## config.mk

```make
export PLATFORM = sky130hd
export DESIGN_NAME = tcp_thermal_protect
export DESIGN_NICKNAME = d
export VERILOG_FILES = /design/src/hdl/tcp_pkg.sv /design/src/hdl/tcp_filter.sv /design/src/hdl/tcp_thermal_protect.sv
export VERILOG_INCLUDE_DIRS = /design/src /design/src/hdl
export SDC_FILE = /design/constraint.sdc
export NUM_CORES = 1
export LEC_CHECK = 0
export BUFFER_PORTS_ARGS = -buffer_cell sky130_fd_sc_hd__buf_2
export CAP_MARGIN = 25
export CORE_MARGIN = 2
export CORE_UTILIZATION = 47
export DETAILED_ROUTE_END_ITERATION = 10
export HOLD_SLACK_MARGIN = 0.06
export PLACE_DENSITY = 0.68
export SKIP_LAST_GASP = 1
export SYNTH_ARGS = -nofsm -noshare
export SYNTH_HDL_FRONTEND = slang
export SYNTH_SLANG_ARGS = --single-unit
```

## constraint.sdc

```tcl
create_clock -name pclk -period 5.31 [get_ports pclk]
set_input_delay 0.7965 -clock pclk [delete_from_list [all_inputs] [get_ports pclk]]
set_output_delay 0.7965 -clock pclk [all_outputs]
set_load 0.05 [all_outputs]
```

## src/hdl/tcp_defs.svh

```systemverilog
/*
  Constants of the thermal cluster protection block: register offsets,
  field positions, reset values and filter timing.
  Assumes a 100 MHz pclk and a byte-addressed APB with 32-bit data.
*/
`ifndef TCP_DEFS_SVH
`define TCP_DEFS_SVH

// timing
`define TCP_CLK_MHZ        100
`define TCP_FILTER_US      100
`define TCP_FILTER_CYC     (`TCP_FILTER_US * `TCP_CLK_MHZ)
`define TCP_CNT_W          16

// register byte offsets
`define TCP_SR1_OFF        8'h00
`define TCP_SR2_OFF        8'h04
`define TCP_SR7_OFF        8'h18
`define TCP_SR8_OFF        8'h1C
`define TCP_CR3_OFF        8'h20
`define TCP_IRQ_ST_OFF     8'h24
`define TCP_IRQ_MASK_OFF   8'h28
`define TCP_LIVE_OFF       8'h2C

// field positions
`define TCP_WARN_BIT       8
`define TCP_SD1_BIT        4
`define TCP_SD2_BIT        5
`define TCP_MODE_BIT       0
`define TCP_GLOB_CLR_BIT   31

// reset values
`define TCP_IRQ_MASK_RST   3'h0

`endif

```

## src/hdl/tcp_pkg.sv

```systemverilog
/*
  Types of the thermal cluster protection block.
  Assumes nothing beyond the constants header.
*/
package tcp_pkg;
  // number of thermal clusters
  localparam int unsigned TCP_CLUSTERS = 8;

  typedef logic [TCP_CLUSTERS-1:0] tcp_cluster_t;

  // shutdown scope selected in the mode register
  typedef enum logic {
    TCP_STANDARD = 1'b0,
    TCP_CLUSTER  = 1'b1
  } tcp_mode_t;

  // interrupt event bits
  typedef enum logic [1:0] {
    TCP_EV_WARN = 2'h0,
    TCP_EV_SD1  = 2'h1,
    TCP_EV_SD2  = 2'h2
  } tcp_event_t;
endpackage

```

## src/hdl/tcp_filter.sv

```systemverilog
/*
  Filter timer for one over-threshold indication.
  Assumes the indication is synchronous to pclk.
*/
`timescale 1ns/10ps
`include "tcp_defs.svh"

module tcp_filter #(
  parameter int unsigned CYCLES = `TCP_FILTER_CYC
) (
  // clock and reset
  input  wire logic pclk,
  input  wire logic presetn,
  // indication and control
  input  wire logic over,
  input  wire logic restart,
  // filtered result
  output logic      hit
);
  localparam logic [`TCP_CNT_W-1:0] LAST = CYCLES[`TCP_CNT_W-1:0];

  logic [`TCP_CNT_W-1:0] cnt;

  // count while held; any gap or restart starts over
  always_ff @(posedge pclk or negedge presetn) begin
    if (!presetn) begin
      cnt <= '0;
    end else if (!over || restart) begin
      cnt <= '0;
    end else if (cnt != LAST) begin
      cnt <= cnt + 1'b1;
    end
  end

  // stays high while the indication stays held past the filter time;
  // a restart masks it, else a clear while still hot is undone at once
  assign hit = over && !restart && (cnt == LAST);

  // a dropped or restarted indication cannot hit on the next edge
  restart_a: assert property (@(posedge pclk) disable iff (!presetn)
    (!over || restart) |=> !hit)
    else $error("filter hit right after a gap or restart");
endmodule

```

## src/hdl/tcp_thermal_protect.sv

```systemverilog
/*
  Thermal warning and shutdown control over eight sensor clusters, with
  an APB register file and a level interrupt.
  Assumes sensor indications synchronous to pclk and a zero-wait APB master.
*/
// What this block does
// any cluster above warning threshold sets warning flag after filter time.
// above shutdown threshold, after filter, set shutdown flag, switch off outputs.
// on shutdown, gate drivers go resistive low to discharge external gates; here only on a full shutdown (standard mode, or cluster eight in cluster mode).
// flags stay latched until host clears them; bit 31 clears all but the second-level flag at any register.
// first shutdown flag at status eight bit 4, warning at status seven bit 8.
// outputs come back once the latched flags are cleared.
// after clear, warning after one period, shutdown after another.
// eight clusters, each with its own sensor input.
// each cluster has latched warning and shutdown flags in two registers.
// mode bit in control register three picks standard or cluster mode.
// standard mode ORs sensors; shutdown kills drivers, pump, aux, transmitters.
// main regulator stays on until second shutdown level.
// cluster mode turns off only the cluster that reached shutdown.
// cluster seven shutdown turns off both high sides and aux regulator.
// cluster eight shutdown turns off everything like standard mode.
// a filter restarts whenever its indication drops before expiry.
`timescale 1ns/10ps
`include "tcp_defs.svh"

module tcp_thermal_protect
  import tcp_pkg::*;
#(
  parameter int unsigned FILTER_CYCLES = `TCP_FILTER_CYC
) (
  // clock and reset
  input  wire logic         pclk,
  input  wire logic         presetn,
  // apb slave
  input  wire logic         psel,
  input  wire logic         penable,
  input  wire logic         pwrite,
  input  wire logic [7:0]   paddr,
  input  wire logic [31:0]  pwdata,
  output logic [31:0]       prdata,
  output logic              pready,
  output logic              pslverr,
  // cluster sensor indications
  input  wire tcp_cluster_t warn_over,
  input  wire tcp_cluster_t sd1_over,
  input  wire logic         sd2_over,
  // power stage controls
  output tcp_cluster_t      cluster_off,
  output logic              drivers_all_off,
  output logic              highside_zero_off,
  output logic              highside_fifteen_off,
  output logic              charge_pump_off,
  output logic              aux_regulator_off,
  output logic              main_regulator_off,
  output logic              tx_receive_only,
  output logic              gate_resistive_low,
  // interrupt
  output logic              irq
);
  localparam int unsigned CL_SEVEN = 6;
  localparam int unsigned CL_EIGHT = 7;

  tcp_cluster_t cl_warn;
  tcp_cluster_t cl_sd;
  tcp_cluster_t warn_hit;
  tcp_cluster_t sd_hit;
  tcp_cluster_t clr_cl_warn;
  tcp_cluster_t clr_cl_sd;
  tcp_mode_t    cluster_mode_select;
  logic         warn_flag;
  logic         first_shutdown_level;
  logic         second_shutdown_level;
  logic         sd2_hit;
  logic [2:0]   irq_st;
  logic [2:0]   irq_mask;
  logic [2:0]   irq_ev;
  logic         wr;
  logic         setup;
  logic         addr_ok;
  logic         glob_clr;
  logic         clr_tw;
  logic         clr_sd1;
  logic         clr_sd2;
  logic [2:0]   clr_irq;
  logic         next_all_off;
  logic         cm;
  logic         any_warn_hit;
  logic         irq_pend;

  // bus decode; writes land at the access edge
  assign wr      = psel && penable && pwrite;
  assign setup   = psel && !penable;
  assign pready  = 1'b1;
  assign cm      = (cluster_mode_select == TCP_CLUSTER);
  assign addr_ok = (paddr == `TCP_SR1_OFF) || (paddr == `TCP_SR2_OFF) ||
                   (paddr == `TCP_SR7_OFF) || (paddr == `TCP_SR8_OFF) ||
                   (paddr == `TCP_CR3_OFF) || (paddr == `TCP_IRQ_ST_OFF) ||
                   (paddr == `TCP_IRQ_MASK_OFF) || (paddr == `TCP_LIVE_OFF);

  // global clear bit works at any mapped address
  assign glob_clr    = wr && addr_ok && pwdata[`TCP_GLOB_CLR_BIT];
  assign clr_cl_warn = ({TCP_CLUSTERS{wr && paddr == `TCP_SR1_OFF}} & pwdata[7:0]) |
                       {TCP_CLUSTERS{glob_clr}};
  assign clr_cl_sd   = ({TCP_CLUSTERS{wr && paddr == `TCP_SR2_OFF}} & pwdata[7:0]) |
                       {TCP_CLUSTERS{glob_clr}};
  assign clr_tw  = glob_clr || (wr && paddr == `TCP_SR7_OFF && pwdata[`TCP_WARN_BIT]);
  assign clr_sd1 = glob_clr || (wr && paddr == `TCP_SR8_OFF && pwdata[`TCP_SD1_BIT]);
  assign clr_sd2 = wr && paddr == `TCP_SR8_OFF && pwdata[`TCP_SD2_BIT];
  assign clr_irq = {3{wr && paddr == `TCP_IRQ_ST_OFF}} & pwdata[2:0];

  // one warning and one shutdown filter per cluster
  for (genvar i = 0; i < TCP_CLUSTERS; i++) begin : g_cl
    tcp_filter #(.CYCLES(FILTER_CYCLES)) u_warn (
      .pclk    (pclk),
      .presetn (presetn),
      .over    (warn_over[i]),
      .restart (clr_cl_warn[i]),
      .hit     (warn_hit[i])
    );
    // shutdown filter only runs once warning is latched: two periods total
    tcp_filter #(.CYCLES(FILTER_CYCLES)) u_sd (
      .pclk    (pclk),
      .presetn (presetn),
      .over    (sd1_over[i] && cl_warn[i]),
      .restart (clr_cl_sd[i]),
      .hit     (sd_hit[i])
    );

    // each cluster shutdown flag needs its warning latched two edges before
    two_period_a: assert property (@(posedge pclk) disable iff (!presetn)
      $rose(cl_sd[i]) |-> $past(cl_warn[i], 2))
      else $error("cluster shutdown without prior warning period");
  end

  // second shutdown level filter
  tcp_filter #(.CYCLES(FILTER_CYCLES)) u_sd2 (
    .pclk    (pclk),
    .presetn (presetn),
    .over    (sd2_over),
    .restart (clr_sd2),
    .hit     (sd2_hit)
  );

  // per-cluster sticky flags; a clear restarts that cluster's filter, so the clear wins
  always_ff @(posedge pclk or negedge presetn) begin
    if (!presetn) begin
      cl_warn <= '0;
      cl_sd   <= '0;
    end else begin
      cl_warn <= (cl_warn & ~clr_cl_warn) | warn_hit;
      cl_sd   <= (cl_sd & ~clr_cl_sd) | sd_hit;
    end
  end

  // global sticky flags
  always_ff @(posedge pclk or negedge presetn) begin
    if (!presetn) begin
      warn_flag             <= 1'b0;
      first_shutdown_level  <= 1'b0;
      second_shutdown_level <= 1'b0;
    end else begin
      warn_flag             <= (warn_flag & ~clr_tw) | (|warn_hit);
      first_shutdown_level  <= (first_shutdown_level & ~clr_sd1) | (|sd_hit);
      second_shutdown_level <= (second_shutdown_level & ~clr_sd2) | sd2_hit;
    end
  end

  // mode and interrupt mask registers
  always_ff @(posedge pclk or negedge presetn) begin
    if (!presetn) begin
      cluster_mode_select <= TCP_STANDARD;
      irq_mask            <= `TCP_IRQ_MASK_RST;
    end else begin
      if (wr && paddr == `TCP_CR3_OFF) begin
        cluster_mode_select <= tcp_mode_t'(pwdata[`TCP_MODE_BIT]);
      end
      if (wr && paddr == `TCP_IRQ_MASK_OFF) begin
        irq_mask <= pwdata[2:0];
      end
    end
  end

  // interrupt events: new flags only, not flags already standing
  assign irq_ev[TCP_EV_WARN] = |(warn_hit & ~cl_warn);
  assign irq_ev[TCP_EV_SD1]  = |(sd_hit & ~cl_sd);
  assign irq_ev[TCP_EV_SD2]  = sd2_hit && !second_shutdown_level;

  // reductions kept as nets; irq_pend feeds the irq flop and an assertion, any_warn_hit an assertion
  assign any_warn_hit = |warn_hit;
  assign irq_pend     = |(irq_st & irq_mask);

  // interrupt status and output
  always_ff @(posedge pclk or negedge presetn) begin
    if (!presetn) begin
      irq_st <= 3'h0;
      irq    <= 1'b0;
    end else begin
      irq_st <= (irq_st & ~clr_irq) | irq_ev;
      irq    <= irq_pend;
    end
  end

  // standard mode ORs all clusters; cluster eight takes everything down
  assign next_all_off = cm ? cl_sd[CL_EIGHT] : first_shutdown_level;

  // power stage controls follow the latched flags, so clearing restores them
  always_ff @(posedge pclk or negedge presetn) begin
    if (!presetn) begin
      cluster_off          <= '0;
      drivers_all_off      <= 1'b0;
      highside_zero_off    <= 1'b0;
      highside_fifteen_off <= 1'b0;
      charge_pump_off      <= 1'b0;
      aux_regulator_off    <= 1'b0;
      main_regulator_off   <= 1'b0;
      tx_receive_only      <= 1'b0;
      gate_resistive_low   <= 1'b0;
    end else begin
      drivers_all_off      <= next_all_off;
      cluster_off          <= {TCP_CLUSTERS{next_all_off}} |
                              ({TCP_CLUSTERS{cm}} & cl_sd);
      highside_zero_off    <= next_all_off || (cm && cl_sd[CL_SEVEN]);
      highside_fifteen_off <= next_all_off || (cm && cl_sd[CL_SEVEN]);
      aux_regulator_off    <= next_all_off || (cm && cl_sd[CL_SEVEN]);
      charge_pump_off      <= next_all_off;
      tx_receive_only      <= next_all_off;
      main_regulator_off   <= second_shutdown_level;
      gate_resistive_low   <= next_all_off;
    end
  end

  // read data and error sampled in setup, valid through the access phase
  always_ff @(posedge pclk or negedge presetn) begin
    if (!presetn) begin
      prdata  <= 32'h0000_0000;
      pslverr <= 1'b0;
    end else if (setup) begin
      pslverr <= !addr_ok;
      prdata  <= 32'h0000_0000;
      if (!pwrite) begin
        unique case (paddr)
          `TCP_SR1_OFF:      prdata[7:0] <= cl_warn;
          `TCP_SR2_OFF:      prdata[7:0] <= cl_sd;
          `TCP_SR7_OFF:      prdata[`TCP_WARN_BIT] <= warn_flag;
          `TCP_SR8_OFF: begin
            prdata[`TCP_SD1_BIT] <= first_shutdown_level;
            prdata[`TCP_SD2_BIT] <= second_shutdown_level;
          end
          `TCP_CR3_OFF:      prdata[`TCP_MODE_BIT] <= cluster_mode_select;
          `TCP_IRQ_ST_OFF:   prdata[2:0] <= irq_st;
          `TCP_IRQ_MASK_OFF: prdata[2:0] <= irq_mask;
          `TCP_LIVE_OFF:     prdata[16:0] <= {sd2_over, sd1_over, warn_over};
          default:           prdata <= 32'h0000_0000;
        endcase
      end
    end
  end

  // warning flag rises only from a filtered hit
  warn_set_a: assert property (@(posedge pclk) disable iff (!presetn)
    $rose(warn_flag) |-> $past(any_warn_hit))
    else $error("warning flag rose without a filter hit");

  // standard-mode shutdown cuts every driver next cycle
  sd_off_a: assert property (@(posedge pclk) disable iff (!presetn)
    (!cm && first_shutdown_level) |=> drivers_all_off)
    else $error("drivers not off after shutdown flag");

  // gates discharge whenever drivers are forced off
  gate_rl_a: assert property (@(posedge pclk) disable iff (!presetn)
    drivers_all_off |-> gate_resistive_low)
    else $error("gate drivers not resistive low on shutdown");

  // shutdown flag only falls by a host clear
  flag_hold_a: assert property (@(posedge pclk) disable iff (!presetn)
    $fell(first_shutdown_level) |-> $past(clr_sd1))
    else $error("shutdown flag dropped without clear");

  // status eight read shows the first-level flag at bit 4
  sr8_read_a: assert property (@(posedge pclk) disable iff (!presetn)
    (setup && !pwrite && paddr == `TCP_SR8_OFF) |=>
      prdata[`TCP_SD1_BIT] == $past(first_shutdown_level))
    else $error("status eight bit 4 wrong on read");

  // outputs return once flags are gone
  reactivate_a: assert property (@(posedge pclk) disable iff (!presetn)
    (!cm && !first_shutdown_level) |=> !drivers_all_off)
    else $error("outputs not restored after clear");

  // cluster mode isolates the hot clusters unless cluster eight is among them
  cluster_only_a: assert property (@(posedge pclk) disable iff (!presetn)
    (cm && !cl_sd[CL_EIGHT]) |=> (cluster_off == $past(cl_sd) && !drivers_all_off))
    else $error("cluster mode shut more than the hot cluster");

  // cluster seven kills both high sides and aux, not main
  cl_seven_a: assert property (@(posedge pclk) disable iff (!presetn)
    (cm && cl_sd[CL_SEVEN] && !second_shutdown_level) |=>
      (highside_zero_off && highside_fifteen_off && aux_regulator_off &&
       !main_regulator_off))
    else $error("cluster seven shutdown outputs wrong");

  // main regulator follows only the second level
  main_reg_a: assert property (@(posedge pclk) disable iff (!presetn)
    !second_shutdown_level |=> !main_regulator_off)
    else $error("main regulator off below second level");

  // cluster eight in cluster mode behaves like a full shutdown
  cl_eight_a: assert property (@(posedge pclk) disable iff (!presetn)
    (cm && cl_sd[CL_EIGHT]) |=> (drivers_all_off && charge_pump_off && tx_receive_only))
    else $error("cluster eight shutdown incomplete");

  // standard mode shutdown also takes pump, aux, transmitters, all clusters
  std_off_a: assert property (@(posedge pclk) disable iff (!presetn)
    (!cm && first_shutdown_level) |=>
      (charge_pump_off && aux_regulator_off && tx_receive_only && cluster_off == 8'hFF))
    else $error("standard shutdown left a stage on");

  // standard mode shutdown also takes both high sides and the gate drivers
  hs_std_a: assert property (@(posedge pclk) disable iff (!presetn)
    (!cm && first_shutdown_level) |=>
      (highside_zero_off && highside_fifteen_off && gate_resistive_low))
    else $error("standard shutdown left a high side on");

  // writing a one to the mode bit selects cluster mode
  mode_set_a: assert property (@(posedge pclk) disable iff (!presetn)
    (wr && paddr == `TCP_CR3_OFF && pwdata[`TCP_MODE_BIT]) |=> cm)
    else $error("cluster mode not taken from control register three");

  // every cluster hit latches that cluster's warning flag
  warn_latch_a: assert property (@(posedge pclk) disable iff (!presetn)
    (warn_hit != 8'h00) |=>
      ((cl_warn & $past(warn_hit)) == $past(warn_hit)))
    else $error("cluster warning flag not latched on hit");

  // second level takes the main regulator down
  sd2_main_a: assert property (@(posedge pclk) disable iff (!presetn)
    second_shutdown_level |=> main_regulator_off)
    else $error("main regulator still on at second level");

  // cluster outputs come back once no cluster flag stands
  cl_restore_a: assert property (@(posedge pclk) disable iff (!presetn)
    (cm && cl_sd == 8'h00) |=> (cluster_off == 8'h00))
    else $error("cluster outputs not restored after clear");

  // the global clear drops every warning and first-level flag
  clr_all_a: assert property (@(posedge pclk) disable iff (!presetn)
    glob_clr |=>
      (!warn_flag && !first_shutdown_level && cl_warn == 8'h00 && cl_sd == 8'h00))
    else $error("global clear left a flag standing");

  // an unmasked pending event raises the interrupt one edge later
  irq_pend_a: assert property (@(posedge pclk) disable iff (!presetn)
    irq_pend |=> irq)
    else $error("interrupt not raised for an unmasked event");
endmodule

```

After elaboration in Yosys (flattened, before gate mapping)
Cells that the tools add are included.

Register bits after elaboration: 343. Input port bits: 62. Output and inout bits: 51.

Add/subtract/negate cells: 17. Eq/ne operators: 41. Mux-type cells: 43. Bitwise logic cells: 30. Reduce and logical (&&, ||, !) cells: 146.

Operators with widths (number): 16-bit two-way mux (34); 16-bit by 1-bit adder with 16-bit output, second input constant (17); 16-bit by 14-bit == test with 1-bit output, second input constant (17); 16-bit by 14-bit inequality test with 1-bit output, second input constant (17); 1-bit logical AND (59); 8-bit AND (7); 8-bit bitwise OR (5); 1-bit logical NOT (37); 2-bit nonzero test (17); 8-bit by 6-bit == test with 1-bit output, second input constant (4); 8-bit NOT (4); 8-bit OR reduction (4); 1-bit logical OR (27); 17-bit two-way mux (1); 8-bit by 5-bit == test with 1-bit output, second input constant (2); 2-bit one-hot mux with 5 select lines (1); 3-bit AND (3); 8-bit by 3-bit == test with 1-bit output, second input constant (1); 8-bit logical NOT (1); 8-bit two-way mux (1); 2-bit one-hot mux with 4 select lines (1); 1-bit one-hot mux with 6 select lines (1); 2-bit one-hot mux with 3 select lines (1); 1-bit AND (3); other kinds (8) (12).

Depth between registers and ports, before layout
Gate-level depths: netlist of the first run.

Word-level depth: 17. Depth in mapped cells: 10.

Cells and area by module
From an unflattened synthesis of the first run, not the netlist that was laid out.

Cell total of the unflattened synthesis: 1905. Area, all modules: 18378.9 um^2.

By module, submodules not included: tcp_filter (g_cl[0].u_sd ...) (times used 16, cells each 95, area each 909.6 um^2, sequential area each 400.4 um^2); tcp_thermal_protect (times used 1, cells each 297, area each 2970.3 um^2, sequential area each 1351.3 um^2); tcp_filter (g_cl[4].u_warn) (times used 1, cells each 88, area each 854.6 um^2, sequential area each 400.4 um^2).

Worst setup path after synthesis of the first run
No wires, ideal clock.

Path kind: input-to-reg. From: in paddr[3]. To: reg first_shutdown_level. Data arrival time: 2607 ps. Data required time: 5172 ps. Setup slack: 2565 ps. Cell stages on the path: 8. Cells stage by stage: buf_2 nor4b_2 buf_4 nand4_1 o2111ai_4 o22ai_1 nor4b_1 or4b_1.

Cells in the longest elaborated chain, start to end: 16.

RTL lines: start, declared (line tcp_thermal_protect.sv:38) `input wire logic [7:0] paddr,`; 8-bit by 3-bit == test with 1-bit output or 8-bit logical NOT (tied branches); 1-bit logical OR (7 in a row) (line tcp_thermal_protect.sv:95) `` assign addr_ok = (paddr == `TCP_SR1_OFF) || (paddr == `TCP_SR2_OFF) || ``; 1-bit logical AND (2 in a row) (line tcp_thermal_protect.sv:101) `` assign glob_clr = wr && addr_ok && pwdata[`TCP_GLOB_CLR_BIT]; ``; 8-bit bitwise OR (line tcp_thermal_protect.sv:104) `` assign clr_cl_sd = ({TCP_CLUSTERS{wr && paddr == `TCP_SR2_OFF}} & pwdata[7:0]) | ``; 1-bit logical NOT (line tcp_filter.sv:37) `assign hit = over && !restart && (cnt == LAST);`; 1-bit logical AND (2 in a row) (line tcp_filter.sv:37); 8-bit OR reduction (line tcp_thermal_protect.sv:163) `first_shutdown_level <= (first_shutdown_level & ~clr_sd1) | (|sd_hit);`; 1-bit bitwise OR (*) (line tcp_thermal_protect.sv:163); end signal, assigned (line tcp_thermal_protect.sv:163); end, declared (line tcp_thermal_protect.sv:71) `logic first_shutdown_level;`.

Mark *: on every way between the ends. The rest lies on a longest branch, timed or not. A chain may end at the register's enable or synchronous reset.

Worst setup path after layout of the first run
From: in paddr[1]. To: reg first_shutdown_level.

Same word-level chain as after synthesis.

==> results of run 1 <==
-- kinds of logic (layout without fill, tap and decap cells) --
family	count (synthesis)	in the layout	synth area share
AOI/OAI and AO/OA	174	174	0.06784
xor gates and xnor gates	217	217	0.1145
adders and majority gates	34	34	0.02563
buffers and inverters	131	204	0.03595
DFF	326	326	0.4914
muxes	15	15	0.01018
other	2	22	0.0004524
and+or+nand+nor	855	855	0.2540
-- worst paths after layout --
kind | startpoint | to | cells after the start
min in group pclk | prdata[0] | prdata[0] | 2
max in group asynchronous | presetn | g_cl[4].u_warn.cnt[13] | 2
setup / recovery | paddr[1] | first_shutdown_level | 7
hold reg to reg | prdata[0] | prdata[0] | 2
setup reg to reg | g_cl[2].u_warn.cnt[0] | irq_st[0] | 8
hold / removal | presetn | g_cl[3].u_sd.cnt[13] | 1
-- layer usage --
layer  part of all wire  vias to the layer above
met4              0.027                        6
li1                   -                     6064
met5            0.00099                        -
met1               0.45                     6052
met3              0.048                       61
met2               0.47                      196
-- final cells by class --
| class | count | area (µm²) |
|---|---|---|
| diodes | 6 | 15.01 |
| repair buffers | 78 | 435.4 |
| fillers | 3081 | 16080 |
| flip-flops and latches | 326 | 8158 |
| well taps | 455 | 569.3 |
| inverters | 60 | 225.2 |
| clock buffers | 50 | 1065 |
| clock inverters | 16 | 176.4 |
| multi-input cells | 1311 | 7904 |
-- stage by stage --
step           hold slack, ns  instances  power (mW)  setup WS, ns  utilization
2_1_floorplan          0.3947       1768       2.796         2.565            -
3_3_place_gp           0.4647       2230       2.907         1.607       0.4994
5_1_grt                0.4880       2297       5.683         1.852       0.5353
4_1_cts                0.4395       2296       5.518         2.157       0.5352
3_5_place_dp           0.4655       2230       2.915         1.616       0.4994
6_report               0.3254       2302       5.451         2.140       0.5356
-- cells in the final DEF, fill, tap and decap left out, drive strengths merged, types with 36 or more instances in the layout --
cell / netlist / layout
and3: 55 / 55
dfrtp: 326 / 326
nor2: 313 / 313
o21ai: 41 / 41
nor3: 36 / 36
a21oi: 70 / 70
inv: 60 / 62
nand4: 46 / 46
buf: 32 / 78
xor2: 139 / 139
nand2: 150 / 150
clkbuf: 39 / 50
xnor2: 78 / 78
nand3: 102 / 102
or3: 37 / 37
-- where the power goes --
| group | leakage, nW | internal, mW | switching, mW |
|---|---|---|---|
| logic | 3.06 | 0.0830 | 0.211 |
| registers | 4.47 | 2.52 | 0.0486 |
| clock network | 0.617 | 1.56 | 1.03 |
-- worst max-delay path, stage by stage --
cell,delay [ns]
buf_2,0.11
nor4_2,0.25
buf_4,0.22
nand2_1,0.54
o211ai_2,0.86
nor4_1,0.26
or4b_1,0.51
-- sequential cells by signal, indices dropped and copies added, names as in the netlist, 3 cells and up --
name and count:
cl_warn 8, g_cl.u_sd.cnt 128, u_sd2.cnt 16, g_cl.u_warn.cnt 128
irq_st 3, cl_sd 8, prdata 17, irq_mask 3
cluster_off 8
==> flow_summary.yaml, run 1 <==
status:
  status: "finished, final reports clean"
power_and_ir_drop:
  peakVddDrop_uv: 250.2
  power_leakage_nw: 8.148
  powerDensity_mw_per_mm2: 293.9
logic_synthesis:
  netlist_area_mm2: 0.01660
  synth_ff_type: "dfrtp_1"
  synth_seq_cells: 326
  async_flop_share: 1.000
  ys_top_cells_by_count: "dfrtp_1, nor2_1, nand2_1, xor2_1, nand3_1"
  yosysMostFrequentCell: "dfrtp_1"
  synth_top_cell_area_share: 0.4914
  avgSynthCellArea_um2: 9.464
  syn_inst: 1754
  yosysTopAreaCell: "dfrtp_1"
  yosysWarnings: 0
  ys_types: 63
  synth_area_leaders: "dfrtp_1, xor2_1, nor2_1, xnor2_1, nand2_1"
  seq_area_frac_synth: 0.4914
  synth_edf_count: 0
setup_path:
  endpoint_kind: "flop"
  critical_path_class: "in -> reg"
  required_ns: 5.71
  start_kind: "input port"
  crit_fanout: 22
  rrSetupSlack_ns: 3.01
  crit_arrival_ns: 3.57
drt:
  drc: 0
  drt-total-wl_mm: 35.34
  ant_nets: 0
  dr.pass1.iters: 7
  routedWlPerCell_um: 15.35
  vias: 12380
  viasPerCell: 5.377
  drt-initial-drc-count: 848
global_routing:
  top_usage_layer: "met2"
  grt_pass1_wl_mm: 59.10
  grt_usage: 0.1967
  grtUsageMet1: 0.2665
  antenna_found_initial: 7
  grt-ovfl-total: 0
  grt_pass1_vias: 11960
  met2_usage: 0.3224
  grt_max_degree: 138
  grt_util_met3: 0.03563
clocking:
  clk_latency_ns: 0.53
  numCtsBuffers: 37
  cts_setup_buffers: 0
  cts_tree: "built"
  clockBufferDepth: 3
  htree_levels: 2
  root_buffer: "clkbuf_16"
  cts.sinks: 326
  clk_pin_slew_worst_paths_ns: 0.06
  ctsHoldBuffers: 0
  ctsResizeCount: 0
sta:
  max_freq_mhz: 315.4
  relSlewSlack: 0.2721
  slew_viol_final: 0
  finClkSkew_ns: 0.02665
  rsz0062_at_grt: "no"
  tns_ns: 0
  worst_pin_slew_ns: 1.092
  post-route-min-period_ns: 3.170
  finalCritPeriodShare: 0.5970
  finalHoldViolCount: 0
  finalSetupViolations: 0
floorplanning:
  die_x_um: 191.9
  ios: 113
  row_count: 68
  die_h_um: 191.9
  coreArea_mm2: 0.03463
  die_area_mm2: 0.03684
  initial_core_util: 0.4794
placed_design:
  placed_cell_area_mm2: 0.01729
  hpwlAfterDp_mm: 24.75
  io_buffer_count: 74
  place.gp.congestion: 0.8998
cells_and_area:
  final_nets: 1910
  drive_above_1_share: 0.09777
  finalInstanceArea_mm2: 0.01855
  area_growth_pct: 11.74
run:
  max_cap_viol_count: 0
hold_path:
  hold_path_class: "in -> async"
(Power assumes the default switching activity.)
==> run 2: changes to the inputs <==
--- a/config.mk
+++ b/config.mk
@@ -6,13 +6,14 @@
 export SDC_FILE = /design/constraint.sdc
 export NUM_CORES = 1
 export LEC_CHECK = 0
+export ABC_AREA = 1
 export BUFFER_PORTS_ARGS = -buffer_cell sky130_fd_sc_hd__buf_2
 export CAP_MARGIN = 25
 export CORE_MARGIN = 2
 export CORE_UTILIZATION = 47
 export DETAILED_ROUTE_END_ITERATION = 10
 export HOLD_SLACK_MARGIN = 0.06
-export PLACE_DENSITY = 0.68
+export PLACE_DENSITY = 0.7
 export SKIP_LAST_GASP = 1
 export SYNTH_ARGS = -nofsm -noshare
 export SYNTH_HDL_FRONTEND = slang
==> constraint.sdc (replaced) <==
create_clock -name pclk -period 2.7 [get_ports pclk]
set_input_delay 0.405 -clock pclk [delete_from_list [all_inputs] [get_ports pclk]]
set_output_delay 0.405 -clock pclk [all_outputs]
set_load 0.05 [all_outputs]
==> run 2 against run 1 <==
Die area is 5.9% higher. Clock-buffer cell count is 3 higher. Sequential share of layout area decreased by 2.8 points. First-iteration DRC count up 7.9%. Synthesized cell count up 25%. Sequential power up 96%. Largest power group unchanged.
==> flow_summary.yaml, run 2 <==
setup_path:
  crit_slowest_cell: "nor3b_1"
  ff2ff_path_depth: 7
  worst_r2r_endpoint: "irq_st[0]"
  crit_fanout: 4
  rrSetupSlack_ns: 0.67
  crit_top_cell: "nand3_1"
  critPathMaxStageDelay_ns: 0.78
  required_ns: 3.19
  critical_path_class: "reg -> reg"
  endpoint: "irq_st[0]"
  crit_arrival_ns: 2.52
  crit_start: "g_cl[2].u_warn.cnt[10]"
  start_kind: "flop"
  endpoint_kind: "flop"
  worstPathCellList: "inv_1, nor4_1, nor3b_1, nand3_1, nand3_1, nor2_1, nand2_1"
  reg2reg_from: "g_cl[2].u_warn.cnt[10]"
drt:
  drt-total-wl_mm: 40.68
  dr.pass1.iters: 5
  vias: 14740
  ant_nets: 0
  viasPerCell: 5.291
  drc: 0
  drt-initial-drc-count: 915
  routedWlPerCell_um: 14.61
cells_and_area:
  fin_util: 0.5401
  drive_above_1_share: 0.1041
  area_growth_pct: 12.66
  final_cell_mix: "nand2_1, nor2_1, dfrtp_1"
  final_nets: 2381
  reg.largest.list: "g_cl.u_sd.cnt x128, g_cl.u_warn.cnt x128, prdata x17"
  layout_commonest_cell: "nand2_1"
  finalInstanceArea_mm2: 0.01982
  fillers: 3345
placed_design:
  io_buffer_count: 74
  place.gp.congestion: 0.9753
  placed_cell_area_mm2: 0.01846
  hpwlAfterDp_mm: 29.83
power_and_ir_drop:
  peakVddDrop_uv: 508.0
  power_leakage_nw: 8.862
  powerDensity_mw_per_mm2: 562.2
floorplanning:
  die_x_um: 197.5
  coreArea_mm2: 0.03670
  die_area_mm2: 0.03900
  row_count: 70
  initial_core_util: 0.4794
  ios: 113
  die_h_um: 197.5
clocking:
  clk_pin_slew_worst_paths_ns: 0.06
  ctsHoldBuffers: 1
  clockBufferDepth: 3
  numCtsBuffers: 38
  htree_levels: 2
  cts.sinks: 326
  root_buffer: "clkbuf_16"
  clk_latency_ns: 0.55
  cts_tree: "built"
  ctsResizeCount: 0
  cts_setup_buffers: 0
global_routing:
  grt_usage: 0.2146
  grt_max_degree: 84
  grt_pass1_wl_mm: 68.54
  grt_pass1_vias: 14330
  grt-ovfl-total: 0
  antenna_found_initial: 5
logic_synthesis:
  netlist_area_mm2: 0.01759
  yosysMostFrequentCell: "nand2_1"
  ys_types: 56
  ys_top_cells_by_count: "nand2_1, nor2_1, dfrtp_1, inv_1, nor3_1"
  yosysTopAreaCell: "dfrtp_1"
  avgSynthCellArea_um2: 8.055
  synth_top_cell_area_share: 0.4637
  synth_seq_cells: 326
  async_flop_share: 1.000
  syn_inst: 2184
  yosysWarnings: 0
  seq_area_frac_synth: 0.4637
  synth_area_leaders: "dfrtp_1, nand2_1, nor2_1, inv_1, nor3_1"
  synth_ff_type: "dfrtp_1"
  synth_edf_count: 0
sta:
  rsz0062_at_grt: "no"
  relSlewSlack: 0.3970
  tns_ns: 0
  slew_viol_final: 0
  finalHoldViolCount: 0
  finalSetupViolations: 0
  finClkSkew_ns: 0.01845
  worst_pin_slew_ns: 0.9025
  max_freq_mhz: 492.9
  post-route-min-period_ns: 2.029
  finalCritPeriodShare: 0.7514
hold_path:
  hold_path_class: "in -> reg"
run:
  max_cap_viol_count: 0
status:
  status: "finished, final reports clean"
[run 2: cell count changes after synthesis, moves of 36 or more]
cell / delta
clkbuf_1: -36
nand2_1: +208
a21oi_1: +40
or3_1: -37
nor3b_1: +42
inv_1: +264
xnor2_1: -67
nor3_1: +97
and3_1: -53
xor2_1: -78
[run 2: metal layers]
layer	part of all wire	track usage	routed length, µm
met3	0.042	0.03244	1718
met5	0.00027	0	11
met2	0.47	0.3556	19110
met4	0.039	0.09802	1592
met1	0.45	0.2782	18250
[run 2: cell families (layout without fill, tap and decap cells)]
family,Yosys count,count (layout),synth area share
AND/OR/NAND/NOR,1116,1116,0.2981
buffers and inverters,377,493,0.08933
flip-flops,326,326,0.4637
AO/OA/AOI/OAI,257,257,0.08847
XOR/XNOR,72,72,0.03584
adder cells (fa/ha/maj),34,34,0.02418
other,2,19,0.0004269
[run 2: worst max-delay path: cells and delay by family (launching register included)]
kind          cells  cell delay [ns]
simple gates      6             1.50
flops             1             0.39
buf+inv           1             0.08
[run 2: layout make-up]
type / count / area (µm²) / share of cell area
diodes: 3 / 7.507 / 0.0003788
repair buffers: 92 / 568.0 / 0.02866
clock buffers: 53 / 1099 / 0.05543
well taps: 468 / 585.6 / 0.02954
clock inverters: 16 / 240.2 / 0.01212
flip-flops and latches: 326 / 8158 / 0.4116
inverters: 332 / 1246 / 0.06287
multi-input cells: 1495 / 7916 / 0.3994
[run 2: where the power goes]
| group | internal, mW | switching [mW] |
|---|---|---|
| clock network | 3.42 | 2.06 |
| registers | 4.96 | 0.0749 |
| logic | 0.171 | 0.455 |
| total | 8.55 | 2.59 |
[run 2: how the worst min path moves through the flow]
stage | slack, ns | to | depth (start not counted) | startpoint
CTS | 0.08 | cluster_mode_select | 3 | pwdata[0]
floorplan | 0.11 | cl_sd[0] | 0 | presetn
detailed placement | 0.42 | main_regulator_off | 0 | second_shutdown_level
global placement | 0.42 | main_regulator_off | 0 | second_shutdown_level
global route | 0.12 | cluster_mode_select | 3 | pwdata[0]
finish | 0.1 | cluster_mode_select | 3 | pwdata[0]
[run 2: through the flow]
step | power [mW] | hold WS (ns) | worst slack (ns) | std cells
2_1_floorplan | 5.503 | 0.1094 | 1.054 | 2198
3_3_place_gp | 5.732 | 0.4228 | 0.3912 | 2712
3_5_place_dp | 5.755 | 0.4217 | 0.3119 | 2712
4_1_cts | 11.27 | 0.08127 | 0.7754 | 2782
5_1_grt | 11.56 | 0.1202 | 0.5120 | 2785
6_report | 11.14 | 0.09952 | 0.6711 | 2785
==> run 3: changes to the inputs <==
==> constraint.sdc (replaced) <==
create_clock -name pclk -period 1.85 [get_ports pclk]
set_input_delay 0.2775 -clock pclk [delete_from_list [all_inputs] [get_ports pclk]]
set_output_delay 0.2775 -clock pclk [all_outputs]
set_load 0.05 [all_outputs]
==> run 3 against run 2 <==
Sequential share of layout area down 1.5 points. Final cell count up 2.3%. Clock-buffer cell count down 1. Combinational power up 61%. Die area unchanged. Sequential cell count unchanged. Clock skew down 0.0062 ns. Cell area up 3.9%. First-iteration DRC count down 1.1%.
==> flow_summary.yaml, run 3 (synthesis results as in run 2) <==
status:
  status: "finished, final reports clean"
drt:
  viasPerCell: 5.267
  drt-initial-drc-count: 905
  vias: 15010
  ant_nets: 0
  dr.pass1.iters: 6
  routedWlPerCell_um: 14.43
  drt-total-wl_mm: 41.11
  drc: 0
power_and_ir_drop:
  swShare: 0.2351
  peakVddDrop_uv: 489.4
  p_seq_frac: 0.479
  clockPowerShare: 0.455
  report.power.total_mw: 15.35
  power_switching_mw: 3.608
  p_int_mw: 11.74
  power_leakage_nw: 9.305
  pwr-share-comb: 0.066
  powerDensity_mw_per_mm2: 745.3
global_routing:
  antenna_found_initial: 1
  grt_pass1_wl_mm: 68.66
  grt_pass1_vias: 14490
  grt_usage: 0.2139
  grt-ovfl-total: 0
  grt_max_degree: 58
sta:
  relSlewSlack: 0.6389
  post-route-min-period_ns: 1.759
  tns_ns: 0
  finalHoldViolCount: 0
  finalCritPeriodShare: 0.9510
  slew_viol_final: 0
  worst_pin_slew_ns: 0.5397
  max_freq_mhz: 568.4
  hold_ws_ns: 0.06353
  finClkSkew_ns: 0.01221
  finalSetupViolations: 0
  rsz0062_at_grt: "yes"
hold_path:
  min_to: "prdata[11]"
  min_path_cells: 2
  hold_path_class: "in -> reg"
  hold_start: "sd1_over[3]"
cells_and_area:
  area_growth_pct: 17.05
  final_nets: 2453
  fillers: 3213
  reg.largest.list: "g_cl.u_sd.cnt x128, g_cl.u_warn.cnt x128, prdata x17"
  fin_cells: 2850
  final_cell_mix: "nand2_1, inv_1, dfrtp_1"
  drive_above_1_share: 0.1509
  finalInstanceArea_mm2: 0.02059
  layout_commonest_cell: "nand2_1"
placed_design:
  dpl.cell_count: 2768
  placed_cell_area_mm2: 0.01905
  io_buffer_count: 74
  place.gp.congestion: 0.9368
  hpwlAfterDp_mm: 30.48
setup_path:
  worstPathCellList: "ha_2, nand2_1, nor2_2, inv_1, nor2_2, nand3_1, nor3_2, nand2_1, nor2_1, nor3b_2"
  rrSetupSlack_ns: 0.09
  required_ns: 2.24
  critical_path.top_delay_family: "simple AND/OR/NAND/NOR gates"
  start_kind: "flop"
  crit_arrival_ns: 2.15
  reg2reg_from: "g_cl[5].u_sd.cnt[0]"
  critical_path_class: "reg -> reg"
  ff2ff_path_depth: 10
  critPathBufInv: 1
  critPathMaxStageDelay_ns: 0.41
  worst_r2r_endpoint: "g_cl[5].u_sd.cnt[14]"
  crit_slowest_cell: "dfrtp_1"
  crit_fanout: 4
  crit_start: "g_cl[5].u_sd.cnt[0]"
  endpoint_kind: "flop"
clocking:
  clk_pin_slew_worst_paths_ns: 0.06
  numCtsBuffers: 37
  clockBufferDepth: 3
  clk_latency_ns: 0.52
  cts_tree: "built"
  htree_levels: 2
  cts.sinks: 326
  root_buffer: "clkbuf_16"
floorplanning:
  die_area_mm2: 0.03900
  ios: 113
  row_count: 70
  die_x_um: 197.5
  initial_core_util: 0.4794
  die_h_um: 197.5
  coreArea_mm2: 0.03670
run:
  max_cap_viol_count: 0
[run 3: changes by cell type in the layout (fill, tap and decap cells not counted), moves of 9 or more]
cell,delta
buf_4,+56
nor2_1,-25
nor2_2,+22
buf_12,+13
nor3_1,-9
[run 3: power by group through the flow]
stage | Combinational, mW | Sequential [mW] | Clock, mW
4_1_cts | 1.01 | 7.35 | 7.15
2_1_floorplan | 0.555 | 7.48 | 0
3_5_place_dp | 1.00 | 7.47 | 0
5_1_grt | 1.14 | 7.36 | 7.44
6_report | 1.01 | 7.35 | 6.99
3_3_place_gp | 0.974 | 7.47 | 0
[run 3: final cells by class]
cell class,instances,area (µm²),area share
flip-flops and latches,326,8160,0.3963
inverters,332,1246,0.06051
diodes,3,7.507,0.0003645
clock buffers,52,1042,0.05061
well taps,468,585.6,0.02843
clock inverters,9,95.09,0.004618
repair buffers,165,1289,0.06258
multi-input cells,1495,8168,0.3966
[run 3: timing repair]
item                                    4_1_cts  5_1_grt
endpoints found under the setup margin        0       49
setup buffers                                 0       13
hold endpoints to repair                    171        0
gates resized for setup                       0       69
hold buffers                                  5        0
[run 3: worst max-delay path by stage]
stage	slack, ns	cells after the start	endpoint
2_1_floorplan	0.25	10	g_cl[4].u_sd.cnt[14]
3_3_place_gp	-0.08	13	u_sd2.cnt[8]
3_5_place_dp	-0.08	13	u_sd2.cnt[8]
4_1_cts	0.07	8	g_cl[7].u_sd.cnt[14]
5_1_grt	-0.10	9	u_sd2.cnt[15]
6_report	0.09	10	g_cl[5].u_sd.cnt[14]
[run 3: metal layers]
| layer | vias to the layer above | global-route usage | routed length (µm) | part of all wire |
|---|---|---|---|---|
| met3 | 85 | 0.03483 | 1950 | 0.047 |
| li1 | 7429 | - | - | - |
| met1 | 7217 | 0.2722 | 17960 | 0.44 |
| met2 | 281 | 0.3685 | 19830 | 0.48 |
| met5 | - | 0 | 0 | 0 |
| met4 | 0 | 0.07602 | 1365 | 0.033 |
[run 3: metrics by stage]
step	setup slack, ns	utilization
floorplan	0.2494	-
global placement	-0.07693	0.5190
detailed placement	-0.07605	0.5190
CTS	0.06717	0.5514
global route	-0.1037	0.5610
finish	0.09059	0.5612
